==> src/wdpc_consts.vh <==
// Constants for the prescaled watchdog counter block
`ifndef WDPC_CONSTS_VH
`define WDPC_CONSTS_VH
`define WDPC_ADDR_W          8
`define WDPC_ADDR_COUNT      8'hCE
`define WDPC_ADDR_CONFIG     8'hCD
`define WDPC_ADDR_STATUS     8'hCC
`define WDPC_BIT_RST_EN      0
`define WDPC_BIT_EXPIRY      0
`define WDPC_PRESET          8'hFF
`define WDPC_TC_DIV          10
`define WDPC_WD_RST_CYCLES   3'h4
`endif

==> src/wdpc_top.v <==
// Prescaled 8-bit watchdog / general timer with register port
//
// Contract
// Watchdog reset disabled after power-up and external resets
// Reset enable is bit 0 of config
// Only first reset-enable write is accepted
// Counter readable and writable at 0CE
// Software writes n-1 for n counts
// Counter write presets prescaler FF, starts
// Armed underflow resets device, stays armed
// Underflow stops prescaler and counter
// HALT entry presets FF, clears expiry flag
// Crystal wakeup reuses counters, contents altered
// Unarmed underflow only sets expiry flag
// Counter write sets hidden running flag
// Running flag cleared by all resets
// Watchdog reset presets FF, clears running
// External/brownout reset presets FF, clears all
// Expiry flag is read-only status bit
// Expiry cleared by resets, write, HALT; the watchdog reset sets it instead
// Software services counter before underflow
// Crystal wakeup holds chip for 256 cycles
// Prescaler ticks at oscillator divided by ten
// Prescaler wrap decrements counter; underflow below zero
//
// Our own choice: the plain strobed port.
`timescale 1ns/10ps
`include "wdpc_consts.vh"
module wdpc_top
#(
   parameter TC_DIV = `WDPC_TC_DIV
)
(
   // Clock and reset
   input  wire       clock_in,
   input  wire       rst_n_in,
   // Chip events
   input  wire       brownout_reset_in,
   input  wire       halt_enter_in,
   input  wire       xtal_wakeup_in,
   // Register port
   input  wire [7:0] addr_in,
   input  wire [7:0] wdata_in,
   input  wire       wr_in,
   input  wire       rd_in,
   output reg  [7:0] rdata_out,
   // Chip-level outputs
   output reg        wd_reset_out,
   output reg        clock_hold_out,
   output reg        expiry_flag_out
);

   // Run states
   localparam ST_IDLE  = 2'b00;
   localparam ST_RUN   = 2'b01;
   localparam ST_WAKE  = 2'b10;

   // Counting datapath and run state
   reg  [1:0] state_r;
   reg  [1:0] state_nxt;
   reg  [7:0] presc_r;
   reg  [7:0] presc_nxt;
   reg  [7:0] count_r;
   reg  [7:0] count_nxt;

   // Reset-enable, its write-once lock and the flags
   reg        rst_en_r;
   reg        rst_en_nxt;
   reg        rst_en_locked_r;
   reg        rst_en_locked_nxt;
   reg        expiry_r;
   reg        expiry_nxt;
   reg        running_r;
   reg        running_nxt;

   // Length of the outgoing reset request
   reg  [2:0] wdrst_cnt_r;
   reg  [2:0] wdrst_cnt_nxt;

   // Pin synchronisers; the first stage feeds no logic, the edge delays follow the second
   reg        bor_s1_r;
   reg        bor_s2_r;
   reg        halt_s1_r;
   reg        halt_s2_r;
   reg        halt_d_r;
   reg        wake_s1_r;
   reg        wake_s2_r;
   reg        wake_d_r;

   // Decoded events and strobes
   wire       tick;
   wire       ext_reset;
   wire       halt_rise;
   wire       wake_rise;
   wire       cnt_wr;
   wire       cfg_wr;
   wire       wd_fire;
   reg        underflow;

   // True when prescaler wraps and counter is at zero
   function is_underflow;
      input [7:0] p;
      input [7:0] c;
      begin
         is_underflow = (p == 8'h00) && (c == 8'h00);
      end
   endfunction

   // Instruction-cycle tick, free-running from reset
   wdpc_tc_div
   #(
      .DIV      (TC_DIV)
   )
   u_div
   (
      .clock_in (clock_in),
      .rst_n_in (rst_n_in),
      .tick_out (tick)
   );

   // Pin-level events pass two flops first
   always @(posedge clock_in)
   begin
      if (!rst_n_in)
      begin
         bor_s1_r  <= 1'b0;
         bor_s2_r  <= 1'b0;
         halt_s1_r <= 1'b0;
         halt_s2_r <= 1'b0;
         halt_d_r  <= 1'b0;
         wake_s1_r <= 1'b0;
         wake_s2_r <= 1'b0;
         wake_d_r  <= 1'b0;
      end
      else
      begin
         bor_s1_r  <= brownout_reset_in;
         bor_s2_r  <= bor_s1_r;
         halt_s1_r <= halt_enter_in;
         halt_s2_r <= halt_s1_r;
         halt_d_r  <= halt_s2_r;
         wake_s1_r <= xtal_wakeup_in;
         wake_s2_r <= wake_s1_r;
         wake_d_r  <= wake_s2_r;
      end
   end

   // Brown-out level and event edges after the synchronisers, and decoded write strobes
   assign ext_reset = bor_s2_r;
   assign halt_rise = halt_s2_r & ~halt_d_r;
   assign wake_rise = wake_s2_r & ~wake_d_r;
   assign cnt_wr    = wr_in && (addr_in == `WDPC_ADDR_COUNT);
   assign cfg_wr    = wr_in && (addr_in == `WDPC_ADDR_CONFIG);

   // Armed expiry fires only while a started count runs
   assign wd_fire   = underflow && rst_en_r && running_r && (state_r == ST_RUN);

   // Next-state logic; later branches win, so the order is
   // ext reset > wd reset > wakeup > halt > writes > counting
   always @*
   begin
      state_nxt         = state_r;
      presc_nxt         = presc_r;
      count_nxt         = count_r;
      rst_en_nxt        = rst_en_r;
      rst_en_locked_nxt = rst_en_locked_r;
      expiry_nxt        = expiry_r;
      running_nxt       = running_r;
      wdrst_cnt_nxt     = (wdrst_cnt_r != 3'd0) ? wdrst_cnt_r - 3'd1 : 3'd0;
      underflow         = tick && is_underflow(presc_r, count_r);

      // Counting serves both software timing and the start-up hold
      if (state_r == ST_RUN || state_r == ST_WAKE)
      begin
         if (tick)
         begin
            presc_nxt = presc_r - 8'h01;
            if (presc_r == 8'h00)
               count_nxt = count_r - 8'h01;
         end
         // One prescaler pass of 256 ticks is the whole hold; waiting
         // for the counter as well would hold for 65536 ticks
         if (state_r == ST_WAKE && tick && presc_r == 8'h00)
            state_nxt = ST_IDLE;
         if (underflow)
         begin
            state_nxt = ST_IDLE;
            presc_nxt = 8'h00;
            count_nxt = 8'h00;
            if (state_r == ST_RUN)
               expiry_nxt = 1'b1; // see R11
         end
      end

      // Counter write restarts timing and clears the expiry flag
      if (cnt_wr)
      begin
         count_nxt   = wdata_in; // see R4
         presc_nxt   = `WDPC_PRESET;
         state_nxt   = ST_RUN;
         running_nxt = 1'b1;
         expiry_nxt  = 1'b0;
      end

      // Reset-enable takes the first write only, until an external reset
      if (cfg_wr && !rst_en_locked_r)
      begin
         rst_en_nxt        = wdata_in[`WDPC_BIT_RST_EN];
         rst_en_locked_nxt = 1'b1;
      end

      // HALT entry leaves reset-enable and the running flag alone
      if (halt_rise)
      begin
         presc_nxt  = `WDPC_PRESET;
         count_nxt  = `WDPC_PRESET;
         expiry_nxt = 1'b0;
         state_nxt  = ST_IDLE;
      end

      // Crystal wakeup presets both stages and holds the core clock
      if (wake_rise)
      begin
         presc_nxt = `WDPC_PRESET; // see R10
         count_nxt = `WDPC_PRESET;
         state_nxt = ST_WAKE;
      end

      // Watchdog reset keeps the block armed and the expiry flag set
      if (wd_fire)
      begin
         presc_nxt     = `WDPC_PRESET;
         count_nxt     = `WDPC_PRESET;
         running_nxt   = 1'b0;
         state_nxt     = ST_IDLE;
         expiry_nxt    = 1'b1;
         wdrst_cnt_nxt = `WDPC_WD_RST_CYCLES;
      end

      // External or brown-out reset clears all that software set
      if (ext_reset)
      begin
         presc_nxt         = `WDPC_PRESET;
         count_nxt         = `WDPC_PRESET;
         rst_en_nxt        = 1'b0;
         rst_en_locked_nxt = 1'b0;
         expiry_nxt        = 1'b0;
         running_nxt       = 1'b0;
         state_nxt         = ST_IDLE;
         wdrst_cnt_nxt     = 3'd0;
      end
   end

   // State registers; external reset pin acts like brown-out
   always @(posedge clock_in)
   begin
      if (!rst_n_in)
      begin
         state_r         <= ST_IDLE;
         presc_r         <= `WDPC_PRESET;
         count_r         <= `WDPC_PRESET;
         rst_en_r        <= 1'b0;
         rst_en_locked_r <= 1'b0;
         expiry_r        <= 1'b0;
         running_r       <= 1'b0;
         wdrst_cnt_r     <= 3'd0;
      end
      else
      begin
         state_r         <= state_nxt;
         presc_r         <= presc_nxt;
         count_r         <= count_nxt;
         rst_en_r        <= rst_en_nxt;
         rst_en_locked_r <= rst_en_locked_nxt;
         expiry_r        <= expiry_nxt;
         running_r       <= running_nxt;
         wdrst_cnt_r     <= wdrst_cnt_nxt;
      end
   end

   // Registered outputs and read data, one cycle after the strobe
   always @(posedge clock_in)
   begin
      if (!rst_n_in)
      begin
         rdata_out       <= 8'h00;
         wd_reset_out    <= 1'b0;
         clock_hold_out  <= 1'b0;
         expiry_flag_out <= 1'b0;
      end
      else
      begin
         wd_reset_out    <= (wdrst_cnt_nxt != 3'd0);
         clock_hold_out  <= (state_nxt == ST_WAKE);
         expiry_flag_out <= expiry_nxt;
         rdata_out       <= 8'h00;
         if (rd_in)
         begin
            case (addr_in)
               `WDPC_ADDR_COUNT:  rdata_out <= count_r;
               `WDPC_ADDR_CONFIG: rdata_out <= {7'h00, rst_en_r};
               `WDPC_ADDR_STATUS: rdata_out <= {7'h00, expiry_r};
               default:           rdata_out <= 8'h00;
            endcase
         end
      end
   end

endmodule

==> src/wdpc_tc_div.v <==
// Instruction-cycle tick generator dividing the core clock
`timescale 1ns/10ps
module wdpc_tc_div
#(
   parameter DIV = 10
)
(
   // Clock and reset
   input  wire       clock_in,
   input  wire       rst_n_in,
   // Tick output
   output reg        tick_out
);

   reg  [7:0] cnt_r;

   // One tick per DIV clocks
   always @(posedge clock_in)
   begin
      if (!rst_n_in)
      begin
         cnt_r    <= 8'h00;
         tick_out <= 1'b0;
      end
      else if ({24'h000000, cnt_r} == DIV - 32'h00000001)
      begin
         cnt_r    <= 8'h00;
         tick_out <= 1'b1;
      end
      else
      begin
         cnt_r    <= cnt_r + 8'h01;
         tick_out <= 1'b0;
      end
   end

endmodule

==> config.mk <==
export PLATFORM = sky130hd
export DESIGN_NAME = wdpc_top
export DESIGN_NICKNAME = d
export VERILOG_FILES = /design/src/wdpc_top.v /design/src/wdpc_tc_div.v
export VERILOG_INCLUDE_DIRS = /design/src
export SDC_FILE = /design/constraint.sdc
export NUM_CORES = 1
export LEC_CHECK = 0
export ABC_AREA = 1
export ABC_CLOCK_PERIOD_IN_PS = 1900
export BUFFER_PORTS_ARGS = -buffer_cell sky130_fd_sc_hd__buf_4
export CAP_MARGIN = 20
export CORE_ASPECT_RATIO = 1.25
export CORE_UTILIZATION = 30
export DETAILED_ROUTE_END_ITERATION = 8
export PLACE_DENSITY_LB_ADDON = 0.12
export SLEW_MARGIN = 10
export SYNTH_ARGS = -nofsm -noshare
export SYNTH_HDL_FRONTEND = slang
export SYNTH_SLANG_ARGS = --single-unit
==> constraint.sdc <==
create_clock -name clock_in -period 1.9 [get_ports clock_in]
set_input_delay 0.38 -clock clock_in [delete_from_list [all_inputs] [get_ports clock_in]]
set_output_delay 0.38 -clock clock_in [all_outputs]
set_load 0.01 [all_outputs]
-- Word level (Yosys, flattened, before mapping)
Cells that the tools add are included.
- flip-flop bits (word level): 52
- input port bits: 23
- output and inout bits: 11
- word-level logic and storage cells: 95
- add/sub/neg operators: 4
- equality and inequality tests: 7
- muxes and demuxes: 26
- bitwise operators: 5
- reductions and logical operators: 32
- operators by type and width (operator ; number):
    8-bit two-way mux ; 7
    8-bit == test (second input constant) ; 3
    8-bit one-hot mux with 3 select lines ; 1
    8-bit logical NOT ; 2
    2-bit two-way mux ; 8
    8-bit by 1-bit subtractor with 8-bit output (second input constant) ; 2
    3-bit nonzero test ; 4
    4-bit nonzero test ; 3
    1-bit logical AND ; 10
    3-bit two-way mux ; 3
    8-bit by 1-bit adder with 8-bit output (second input constant) ; 1
    8-bit by 4-bit == test with 1-bit output (second input constant) ; 1
    1-bit two-way mux ; 7
    3-bit AND reduction ; 2
    6-bit OR reduction ; 1
    5-bit OR reduction ; 1
    2-bit == test (second input constant) ; 2
    2-bit AND reduction ; 2
    2-bit nonzero test ; 2
    2-bit OR reduction ; 2
    1-bit inverter ; 3
    3-bit OR reduction ; 1
    3-bit by 1-bit subtractor with 3-bit output (second input constant) ; 1
    1-bit bitwise AND ; 2
    3 further kinds ; 3

-- Logic depth before layout (Yosys ltp)
Gate-level depths: netlist of run 1.
- depth in word-level cells: 12
- depth in mapped cells: 11
- depth with buffers taken out: 11

-- Hierarchy
From an unflattened synthesis of run 1, not the netlist that was laid out.
- cells, all modules: 347
- area, all modules: 2502.4 µm²
- modules (own cells, without submodules) (module ; times used ; cells each ; area an instance (µm²)):
    wdpc_top ; 1 ; 288 ; 2089.5
    wdpc_tc_div ; 1 ; 59 ; 412.9

-- Worst setup path before layout of run 1
No wires, ideal clock.
- path type: reg2reg
- from: reg state_r[0]
- to: reg presc_r[7], in the netlist is_underflow.p[7]
- setup time: 117 ps
- arrival: 1389 ps
- data required time: 1783 ps
- setup slack: 394 ps
- cell stages (with the launch flop): 11
- clock period less this slack: 1506 ps
- cell sequence: dfxtp_1 -> inv_1 -> ha_1 -> inv_1 -> nand2_1 -> nor2_1 -> nand3_1 -> nor2_2 -> nand4_1 -> nand3_1 -> nand2_1
- word-level cells in the longest chain between the ends: 3
- elaborated cells on any way between the ends: 6
- classes of those cells: 2 x eq/ne; 4 x reduce/logical
- ends and longest elaborated chain (element ; RTL line ; text):
    start: declaration ; wdpc_top.v:59 ; reg [1:0] state_r;
    start signal: assignment ; wdpc_top.v:270 ; state_r <= state_nxt;
    2-bit by 1-bit == test with 1-bit output / 2-bit == test (equally long branches) ; wdpc_top.v:156, wdpc_top.v:173 ;
    1-bit logical AND / 1-bit logical OR (equally long branches) ; wdpc_top.v:156, wdpc_top.v:173 ;
    6-bit OR reduction (no source line) / 2-bit AND reduction (equally long branches) ; n/a ;
    end signal: assignment ; wdpc_top.v:260 ; presc_r <= `WDPC_PRESET;
    end signal: assignment ; wdpc_top.v:271 ; presc_r <= presc_nxt;
    end: declaration ; wdpc_top.v:61 ; reg [7:0] presc_r;
Parallel ways exist; a longest one is shown, timed or not.
A chain may end at the register's enable or synchronous reset.

-- Final worst setup path of run 1
Same ends and word-level chain as after synthesis.

==> results of run 1 <==
-- through the flow --
stage	area, µm²	cells	worst slack, ns	hold WS, ns
finish	2940	471	0.188	0.253
global route	2940	471	0.00499	0.253
CTS	2940	471	0.216	0.239
detailed placement	2840	463	0.251	0.401
global placement	2840	463	0.282	0.394
floorplan	2470	335	0.394	0.390
-- cell families after synthesis --
family	synth area share
flops	0.421
compound gates	0.0571
buf+inv	0.0925
xor+xnor	0.0319
fa+ha+maj	0.0506
simple gates	0.347
-- critical path, delay by kind of cell (launching register included) --
kind / cells / cell delay [ns]
buffers and inverters: 2 / 0.13
adder cells (fa/ha/maj): 1 / 0.31
AND/OR/NAND/NOR: 7 / 0.80
flip-flops: 1 / 0.36
-- where the power goes --
part           leakage (µW)  switching [µW]  internal, µW  total [µW]
registers          0.000422            7.93          1100        1110
clock network     0.0000445             363           297         660
logic               0.00108            57.1          51.3         108
-- cell type report --
class | instances | area, µm²
well taps | 95 | 119
repair buffers | 34 | 255
clock inverters | 1 | 7.51
inverters | 59 | 224
fillers | 838 | 4940
clock buffers | 7 | 86.3
multi-input cells | 223 | 1210
flip-flops and latches | 52 | 1040
-- state kept, by name, summed over array words and instances, names as in the netlist, 2 cells and up --
register,cells
state_r,2
count_r,8
wdrst_cnt_r,3
is_underflow.p,8
u_div.cnt_r,8
rdata_out,8
-- synth_stat cells --
cell      number
inv_2          3
nor2_4         2
a31oi_1        1
inv_1         54
clkinv_2       2
o21ai_1        2
xnor2_1        2
nand4_1        5
nor2_1        42
nor2_2         5
a21oi_1        9
nor4_1         1
or2_2          1
nand2_2        6
o21bai_1       2
nand2_1       85
nor2_8         2
nor3_2         1
nand3_2        1
nand4_4        1
nor3_1        11
o21a_1         1
ha_1          10
nand3_4        2
xor2_1         7
dfxtp_1       52
nand2_4        1
buf_2          1
o21ai_0       10
a22oi_1        1
nor3b_1        2
nand3_1       10
-- worst max path at each step --
stage | from | to | slack, ns
after CTS | state_r[0] | is_underflow.p[7] | 0.22
after floorplan | state_r[0] | is_underflow.p[7] | 0.39
after global placement | state_r[0] | is_underflow.p[7] | 0.28
final | state_r[0] | is_underflow.p[7] | 0.19
after global routing | state_r[0] | is_underflow.p[5] | 0.005
after detailed placement | state_r[0] | is_underflow.p[7] | 0.25
-- metal layers --
layer / routed length, µm / vias to the layer above
li1: - / 1100
met1: 2130 / 925
met2: 2600 / 30
met3: 151 / 7
met4: 79 / 0
met5: 0 / -
-- timing repair --
item,CTS,global route
gates resized for setup,0,1
buffers inserted,0,0
setup endpoints to repair,0,2
==> impl_metrics.ini, run 1 <==
[pwr]
ir_drop_mv = 0.224
p_leak_uw = 0.00155
finalPower_uw = 1880
cellPowerDensity_nw_per_um2 = 639

[worst_setup_path]
critPathRequiredTime_ns = 2.09
r2r_slack_ns = 0.19
cp_slowest_cell = dfxtp_1
cp_max_fo = 4
r2r_cells = 10
r2r-end = is_underflow.p[7]
r2r-start = state_r[0]
path_class = reg2reg
critical_path.max_stage_delay_ns = 0.36
end_kind = flip-flop
critPathLaunchType = flip-flop
worstPathArrival_ns = 1.90
crit_chain = inv_1 -> ha_1 -> inv_1 -> nand2_1 -> nor2_2 -> nand3_1 -> nor2_2 -> nand4_1 -> nand3_1 -> nand2_1

[floorplan]
coreArea_um2 = 7880
fp.dieArea_um2 = 8620
dieWidth_um = 83.2
num_io_pins = 34
num_rows = 36
start_util = 0.314
die_h_um = 104

[layout]
drive_gt1_frac = 0.184
layout_commonest_cell = nand2_1
syn2layout_area_growth_pct = 18.8
fin_util = 0.373
fin_nets = 408
layout_common_cells = nand2_1 (85), inv_1 (54), dfxtp_1 (52), nor2_1 (41), buf_4 (34)
n_antenna_cell = 0

[placement]
numPortBuffers = 33
gp_congestion = 0.771
hpwl_um = 3820

[synth]
yosys-top-cells-area = dfxtp_1 (42%), nand2_1 (13%), inv_1 (8.2%)
synth_cell_types = 32
yosysTopAreaCellShare = 0.421
syn_nets = 368
synth_top_area_cell = dfxtp_1
synth.avg_cell_area_um2 = 7.39
ys_seq_elements = 52
syn_area_um2 = 2470
postSynthCellCount = 335
yosysSeqAreaShare = 0.421
synth_warnings = 0

[cts]
numCtsBuffers = 5
cts_root_buf = clkbuf_8
h-tree-depth = 2
cts.sinks = 52
cts_buffer_depth = 2
cts_tree = yes
holdBufCountCts = 0
worst_skew_pair.late_latency_ns = 0.30
clk_pin_slew_ns = 0.09

[global_route]
grtUsageMet1 = 0.134
use_met2 = 0.221
grt-busiest-layer = met2
antenna_found_initial = 0
grt_max_degree = 16
grt_pass1_vias = 1919
grtUsageTotal = 0.121
overflow = 0
grt_pass1_wl_um = 8490
met3_usage = 0.0271

[timing]
worst_pin_slew_ns = 0.253
finClkSkew_ns = 0.00918
finalCriticalPeriod_ns = 1.71
relSlewSlack = 0.831
hold_violations = 0
rsz0062_at_grt = no
slew_violations = 0
post-route-period-util = 0.901
fmax_mhz = 584
finalSetupViolCount = 0
tns_ns = 0

[min_path]
holdPathEnd = bor_s1_r
worstHoldStart = brownout_reset_in
holdCritPathClass = in2reg
hold_depth = 3

[outcome]
status = completed

[routing]
drc = 0
wire_per_inst_um = 10.5
wirelength_um = 4960
first_iter_violations = 64
ant_nets = 0
vias = 2062
via_per_inst = 4.38
dr.pass1.iters = 4

[run]
max_cap_violations = 0
Power figures use the tool's default switching activity.
==> run 2: changes to the inputs <==
--- a/config.mk
+++ b/config.mk
@@ -13,7 +13,7 @@
 export CORE_ASPECT_RATIO = 1.25
 export CORE_UTILIZATION = 30
 export DETAILED_ROUTE_END_ITERATION = 8
-export PLACE_DENSITY_LB_ADDON = 0.12
+export PLACE_DENSITY = 0.54
 export SLEW_MARGIN = 10
 export SYNTH_ARGS = -nofsm -noshare
 export SYNTH_HDL_FRONTEND = slang
==> impl_metrics.ini, run 2 (synthesis gave the netlist of run 1 again) <==
[global_route]
grt_pass1_vias = 2001
grt_pass1_wl_um = 8310
antenna_found_initial = 0
overflow = 0
grtUsageTotal = 0.117
grt_max_degree = 17

[routing]
vias = 2068
first_iter_violations = 86
ant_nets = 0
dr.pass1.iters = 4
drc = 0
wire_per_inst_um = 9.88
via_per_inst = 4.39
wirelength_um = 4650

[floorplan]
fp.dieArea_um2 = 8620
num_rows = 36
num_io_pins = 34
start_util = 0.314
dieWidth_um = 83.2
coreArea_um2 = 7880
die_h_um = 104

[pwr]
power_frac_clock = 0.380
p_seq_frac = 0.565
p_leak_uw = 0.00156
swShare = 0.215
cellPowerDensity_nw_per_um2 = 666
p_comb_frac = 0.055
ir_drop_mv = 0.423
p_int_uw = 1540
switching_power_uw = 423

[placement]
place_ws_ns = 0.222
gp_congestion = 0.788
numPortBuffers = 33
hpwl_um = 3590
dp.cells = 463

[cts]
holdBufCountCts = 0
cts_tree = yes
cts_buffer_depth = 2
cts.sinks = 52
cts_resized = 0
clk_pin_slew_ns = 0.09
postCtsSetupRepairBufs = 0
cts_root_buf = clkbuf_8
numCtsBuffers = 5
worst_skew_pair.late_latency_ns = 0.30
h-tree-depth = 2

[timing]
finalSetupViolCount = 0
tns_ns = 0
worst_pin_slew_ns = 0.345
fmax_mhz = 599
finClkSkew_ns = 0.00623
hold_violations = 0
relSlewSlack = 0.770
post-route-period-util = 0.879
finalCriticalPeriod_ns = 1.67
rsz0062_at_grt = no
slew_violations = 0
setup_slack_ns = 0.230

[outcome]
status = completed

[worst_setup_path]
end_kind = flip-flop
critPathRequiredTime_ns = 2.10
worstPathArrival_ns = 1.87
critPathLaunchType = flip-flop
cp_max_fo = 4
path_class = reg2reg
r2r_cells = 10

[min_path]
hold_depth = 3
holdCritPathClass = in2reg

[run]
max_cap_violations = 0

[layout]
fin_nets = 408
final_cells = 471
syn2layout_area_growth_pct = 19.4
layout_commonest_cell = nand2_1
n_antenna_cell = 0
layout_common_cells = nand2_1 (85), inv_1 (54), dfxtp_1 (52), nor2_1 (42), buf_4 (34)
drive_gt1_frac = 0.184
-- run 2: power groups by stage --
| stage | logic [µW] | clock network (µW) | registers [µW] |
|---|---|---|---|
| floorplan | 55.3 | 0 | 1140 |
| global placement | 109 | 0 | 1140 |
| detailed placement | 110 | 0 | 1140 |
| CTS | 111 | 797 | 1110 |
| global route | 122 | 826 | 1110 |
| finish | 108 | 748 | 1110 |
-- run 2: final cells by class --
class | count | area [µm²]
sequential | 52 | 1040
tap | 95 | 119
timing repair buffer | 34 | 255
clock inverter | 3 | 42.5
fill | 834 | 4930
inverter | 59 | 224
multi-input combinational | 223 | 1200
clock buffer | 5 | 68.8
-- run 2: stage by stage --
step	instance area (µm²)	hold WS [ns]	utilization	total power, µW
after floorplan	2470	0.390	-	1190
after CTS	2960	0.241	0.375	2020
after global placement	2840	0.400	0.361	1250
after global routing	2960	0.254	0.375	2060
after detailed placement	2840	0.404	0.361	1250
final	2960	0.254	0.375	1970
-- run 2: worst paths after layout --
| path | slack (ns) | startpoint | to |
|---|---|---|---|
| worst max-delay path | 0.23 | state_r[0] | is_underflow.p[7] |
| worst min-delay path | 0.25 | halt_enter_in | halt_s1_r |
| worst max register to register | 0.23 | state_r[0] | is_underflow.p[7] |
| worst min register to register | 0.42 | halt_s1_r | halt_s2_r |
-- run 2: per-layer routing --
metal  GRT usage  up-vias  share of wire
met2       0.213       39           0.50
met5           0        -              0
li1            -     1105              -
met3      0.0303       12          0.034
met1       0.126      912           0.45
met4      0.0554        0          0.022
-- run 2: worst max-delay path, stage by stage (launching register included) --
cell	delay, ns
dfxtp_1	0.36
inv_1	0.05
ha_1	0.31
inv_1	0.08
nand2_1	0.09
nor2_1	0.14
nand3_1	0.14
nor2_2	0.16
nand4_1	0.10
nand3_1	0.09
nand2_1	0.05
==> run 3: changes to the inputs <==
--- a/config.mk
+++ b/config.mk
@@ -6,8 +6,7 @@
 export SDC_FILE = /design/constraint.sdc
 export NUM_CORES = 1
 export LEC_CHECK = 0
-export ABC_AREA = 1
-export ABC_CLOCK_PERIOD_IN_PS = 1900
+export ABC_CLOCK_PERIOD_IN_PS = 2050
 export BUFFER_PORTS_ARGS = -buffer_cell sky130_fd_sc_hd__buf_4
 export CAP_MARGIN = 20
 export CORE_ASPECT_RATIO = 1.25
==> constraint.sdc (replaced) <==
create_clock -name clock_in -period 2.05 [get_ports clock_in]
set_input_delay 0.41 -clock clock_in [delete_from_list [all_inputs] [get_ports clock_in]]
set_output_delay 0.41 -clock clock_in [all_outputs]
set_load 0.01 [all_outputs]
==> impl_metrics.ini, run 3 <==
[outcome]
status = completed

[pwr]
p_seq_frac = 0.596
cellPowerDensity_nw_per_um2 = 611
power_frac_clock = 0.344
p_int_uw = 1350
switching_power_uw = 381
p_leak_uw = 0.00119
swShare = 0.220
p_comb_frac = 0.060
ir_drop_mv = 0.407

[synth]
synth_top_area_cell = dfxtp_1
syn_area_um2 = 2290
yosysTopAreaCellShare = 0.454
async_flop_share = 0
synth_warnings = 0
synth_ff_type = dfxtp_1
yosysMostFrequentCell = dfxtp_1
synth_cell_types = 43
synth_edf_count = 0
syn_nets = 288
ys_seq_elements = 52
yosysSeqAreaShare = 0.454
postSynthCellCount = 255
ys_top_cells_by_count = dfxtp_1 (52), nor2_1 (38), nor3_1 (17)
synth.avg_cell_area_um2 = 9.00
yosys-top-cells-area = dfxtp_1 (45%), nor2_1 (6.2%), ha_1 (5.5%)

[min_path]
holdCritPathClass = in2reg

[timing]
post-route-period-util = 0.921
tns_ns = 0
worst_pin_slew_ns = 0.443
finClkSkew_ns = 0.00580
slew_violations = 0
fmax_mhz = 530
hold_violations = 0
finalSetupViolCount = 0
finalCriticalPeriod_ns = 1.89
relSlewSlack = 0.705
rsz0062_at_grt = no

[routing]
drc = 0
dr.pass1.iters = 4
first_iter_violations = 75
wire_per_inst_um = 11.6
via_per_inst = 4.69
vias = 1868
ant_nets = 0
wirelength_um = 4610

[layout]
n_antenna_cell = 0
multiInputGateArea_um2 = 1200
ff_latch_area_um2 = 1040
fillCellCount = 758
syn2layout_area_growth_pct = 23.7
fin_nets = 338
drive_gt1_frac = 0.209
fin_util = 0.383
layout_common_cells = dfxtp_1 (52), buf_4 (45), nor2_1 (38), nor3_1 (17), nand3_1 (16)
layout_commonest_cell = dfxtp_1

[global_route]
antenna_found_initial = 0
overflow = 0
grt_pass1_wl_um = 8120
grt_max_degree = 16
grtUsageTotal = 0.128
grt_pass1_vias = 1864

[floorplan]
num_io_pins = 34
start_util = 0.310
num_rows = 35
die_h_um = 99.8
coreArea_um2 = 7400
fp.dieArea_um2 = 8000
dieWidth_um = 80.2

[worst_setup_path]
path_buf_inv = 2
critPathRequiredTime_ns = 2.25
worstPathArrival_ns = 2.09
crit_chain = inv_1 -> ha_1 -> and4bb_2 -> nand3_1 -> o31ai_4 -> nor3_2 -> buf_4 -> o311ai_1
critical_path.max_stage_delay_ns = 0.37
critPathLaunchType = flip-flop
end_kind = flip-flop
critical_path.top_delay_family = simple AND/OR/NAND/NOR gates
path_class = reg2reg
cp_slowest_cell = o31ai_4
cp_max_fo = 8

[cts]
clk_pin_slew_ns = 0.09
cts_tree = yes
cts_root_buf = clkbuf_8
holdBufCountCts = 0
numCtsBuffers = 5
cts.sinks = 52
worst_skew_pair.late_latency_ns = 0.30
h-tree-depth = 2
cts_buffer_depth = 2

[placement]
hpwl_um = 3590
numPortBuffers = 33
gp_congestion = 0.771

[run]
max_cap_violations = 0
[run 3: what timing repair did]
action	in CTS	in global routing
endpoints found under the setup margin	0	7
setup buffers	0	1
gates resized for setup	0	1
[run 3: power by group through the flow]
stage | clock [µW] | sequential (µW) | combinational (µW)
2_1_floorplan | 0 | 1050 | 46.8
3_5_place_dp | 0 | 1060 | 104
5_1_grt | 669 | 1040 | 117
6_report | 597 | 1030 | 104
3_3_place_gp | 0 | 1060 | 103
4_1_cts | 628 | 1030 | 104
[run 3: worst paths after layout]
kind / startpoint / to / slack, ns / depth (start not counted)
max: count_r[1] / is_underflow.p[1] / 0.16 / 8
min reg2reg: halt_s1_r / halt_s2_r / 0.43 / 1
max reg2reg: count_r[1] / is_underflow.p[1] / 0.16 / 8
min: xtal_wakeup_in / wake_s1_r / 0.31 / 2
[run 3: cells by family after synthesis]
group                    count (synthesis)  share of synthesized area
AND/OR/NAND/NOR                        125                      0.293
multiplexers                             4                     0.0174
AO/OA/AOI/OAI                           36                      0.109
adder cells (fa/ha/maj)                 10                     0.0545
flip-flops                              52                      0.454
XOR/XNOR                                12                     0.0458
buffers and inverters                   16                     0.0267
[run 3: area by class of cell]
type / instances / area share
clock buffers: 7 / 0.0304
clock inverters: 1 / 0.00265
inverters: 14 / 0.0185
multi-input cells: 187 / 0.422
flip-flops and latches: 52 / 0.367
well taps: 92 / 0.0406
repair buffers: 45 / 0.119
[run 3: per-stage QoR]
stage          power [µW]  area [µm²]  hold WS [ns]  std cells  worst slack (ns)
5_1_grt              1820        2840         0.300        398           0.00211
2_1_floorplan        1100        2290         0.412        255             0.257
3_3_place_gp         1160        2730         0.414        389             0.170
3_5_place_dp         1160        2730         0.418        389             0.128
6_report             1730        2840         0.314        398             0.163
4_1_cts              1770        2830         0.304        397             0.115
[run 3: layer usage]
| layer | vias up | wire (µm) | track usage |
|---|---|---|---|
| li1 | 986 | - | - |
| met1 | 855 | 2100 | 0.150 |
| met2 | 22 | 2320 | 0.226 |
| met3 | 5 | 135 | 0.0291 |
| met4 | 0 | 57 | 0.0426 |
| met5 | - | 0 | 0 |
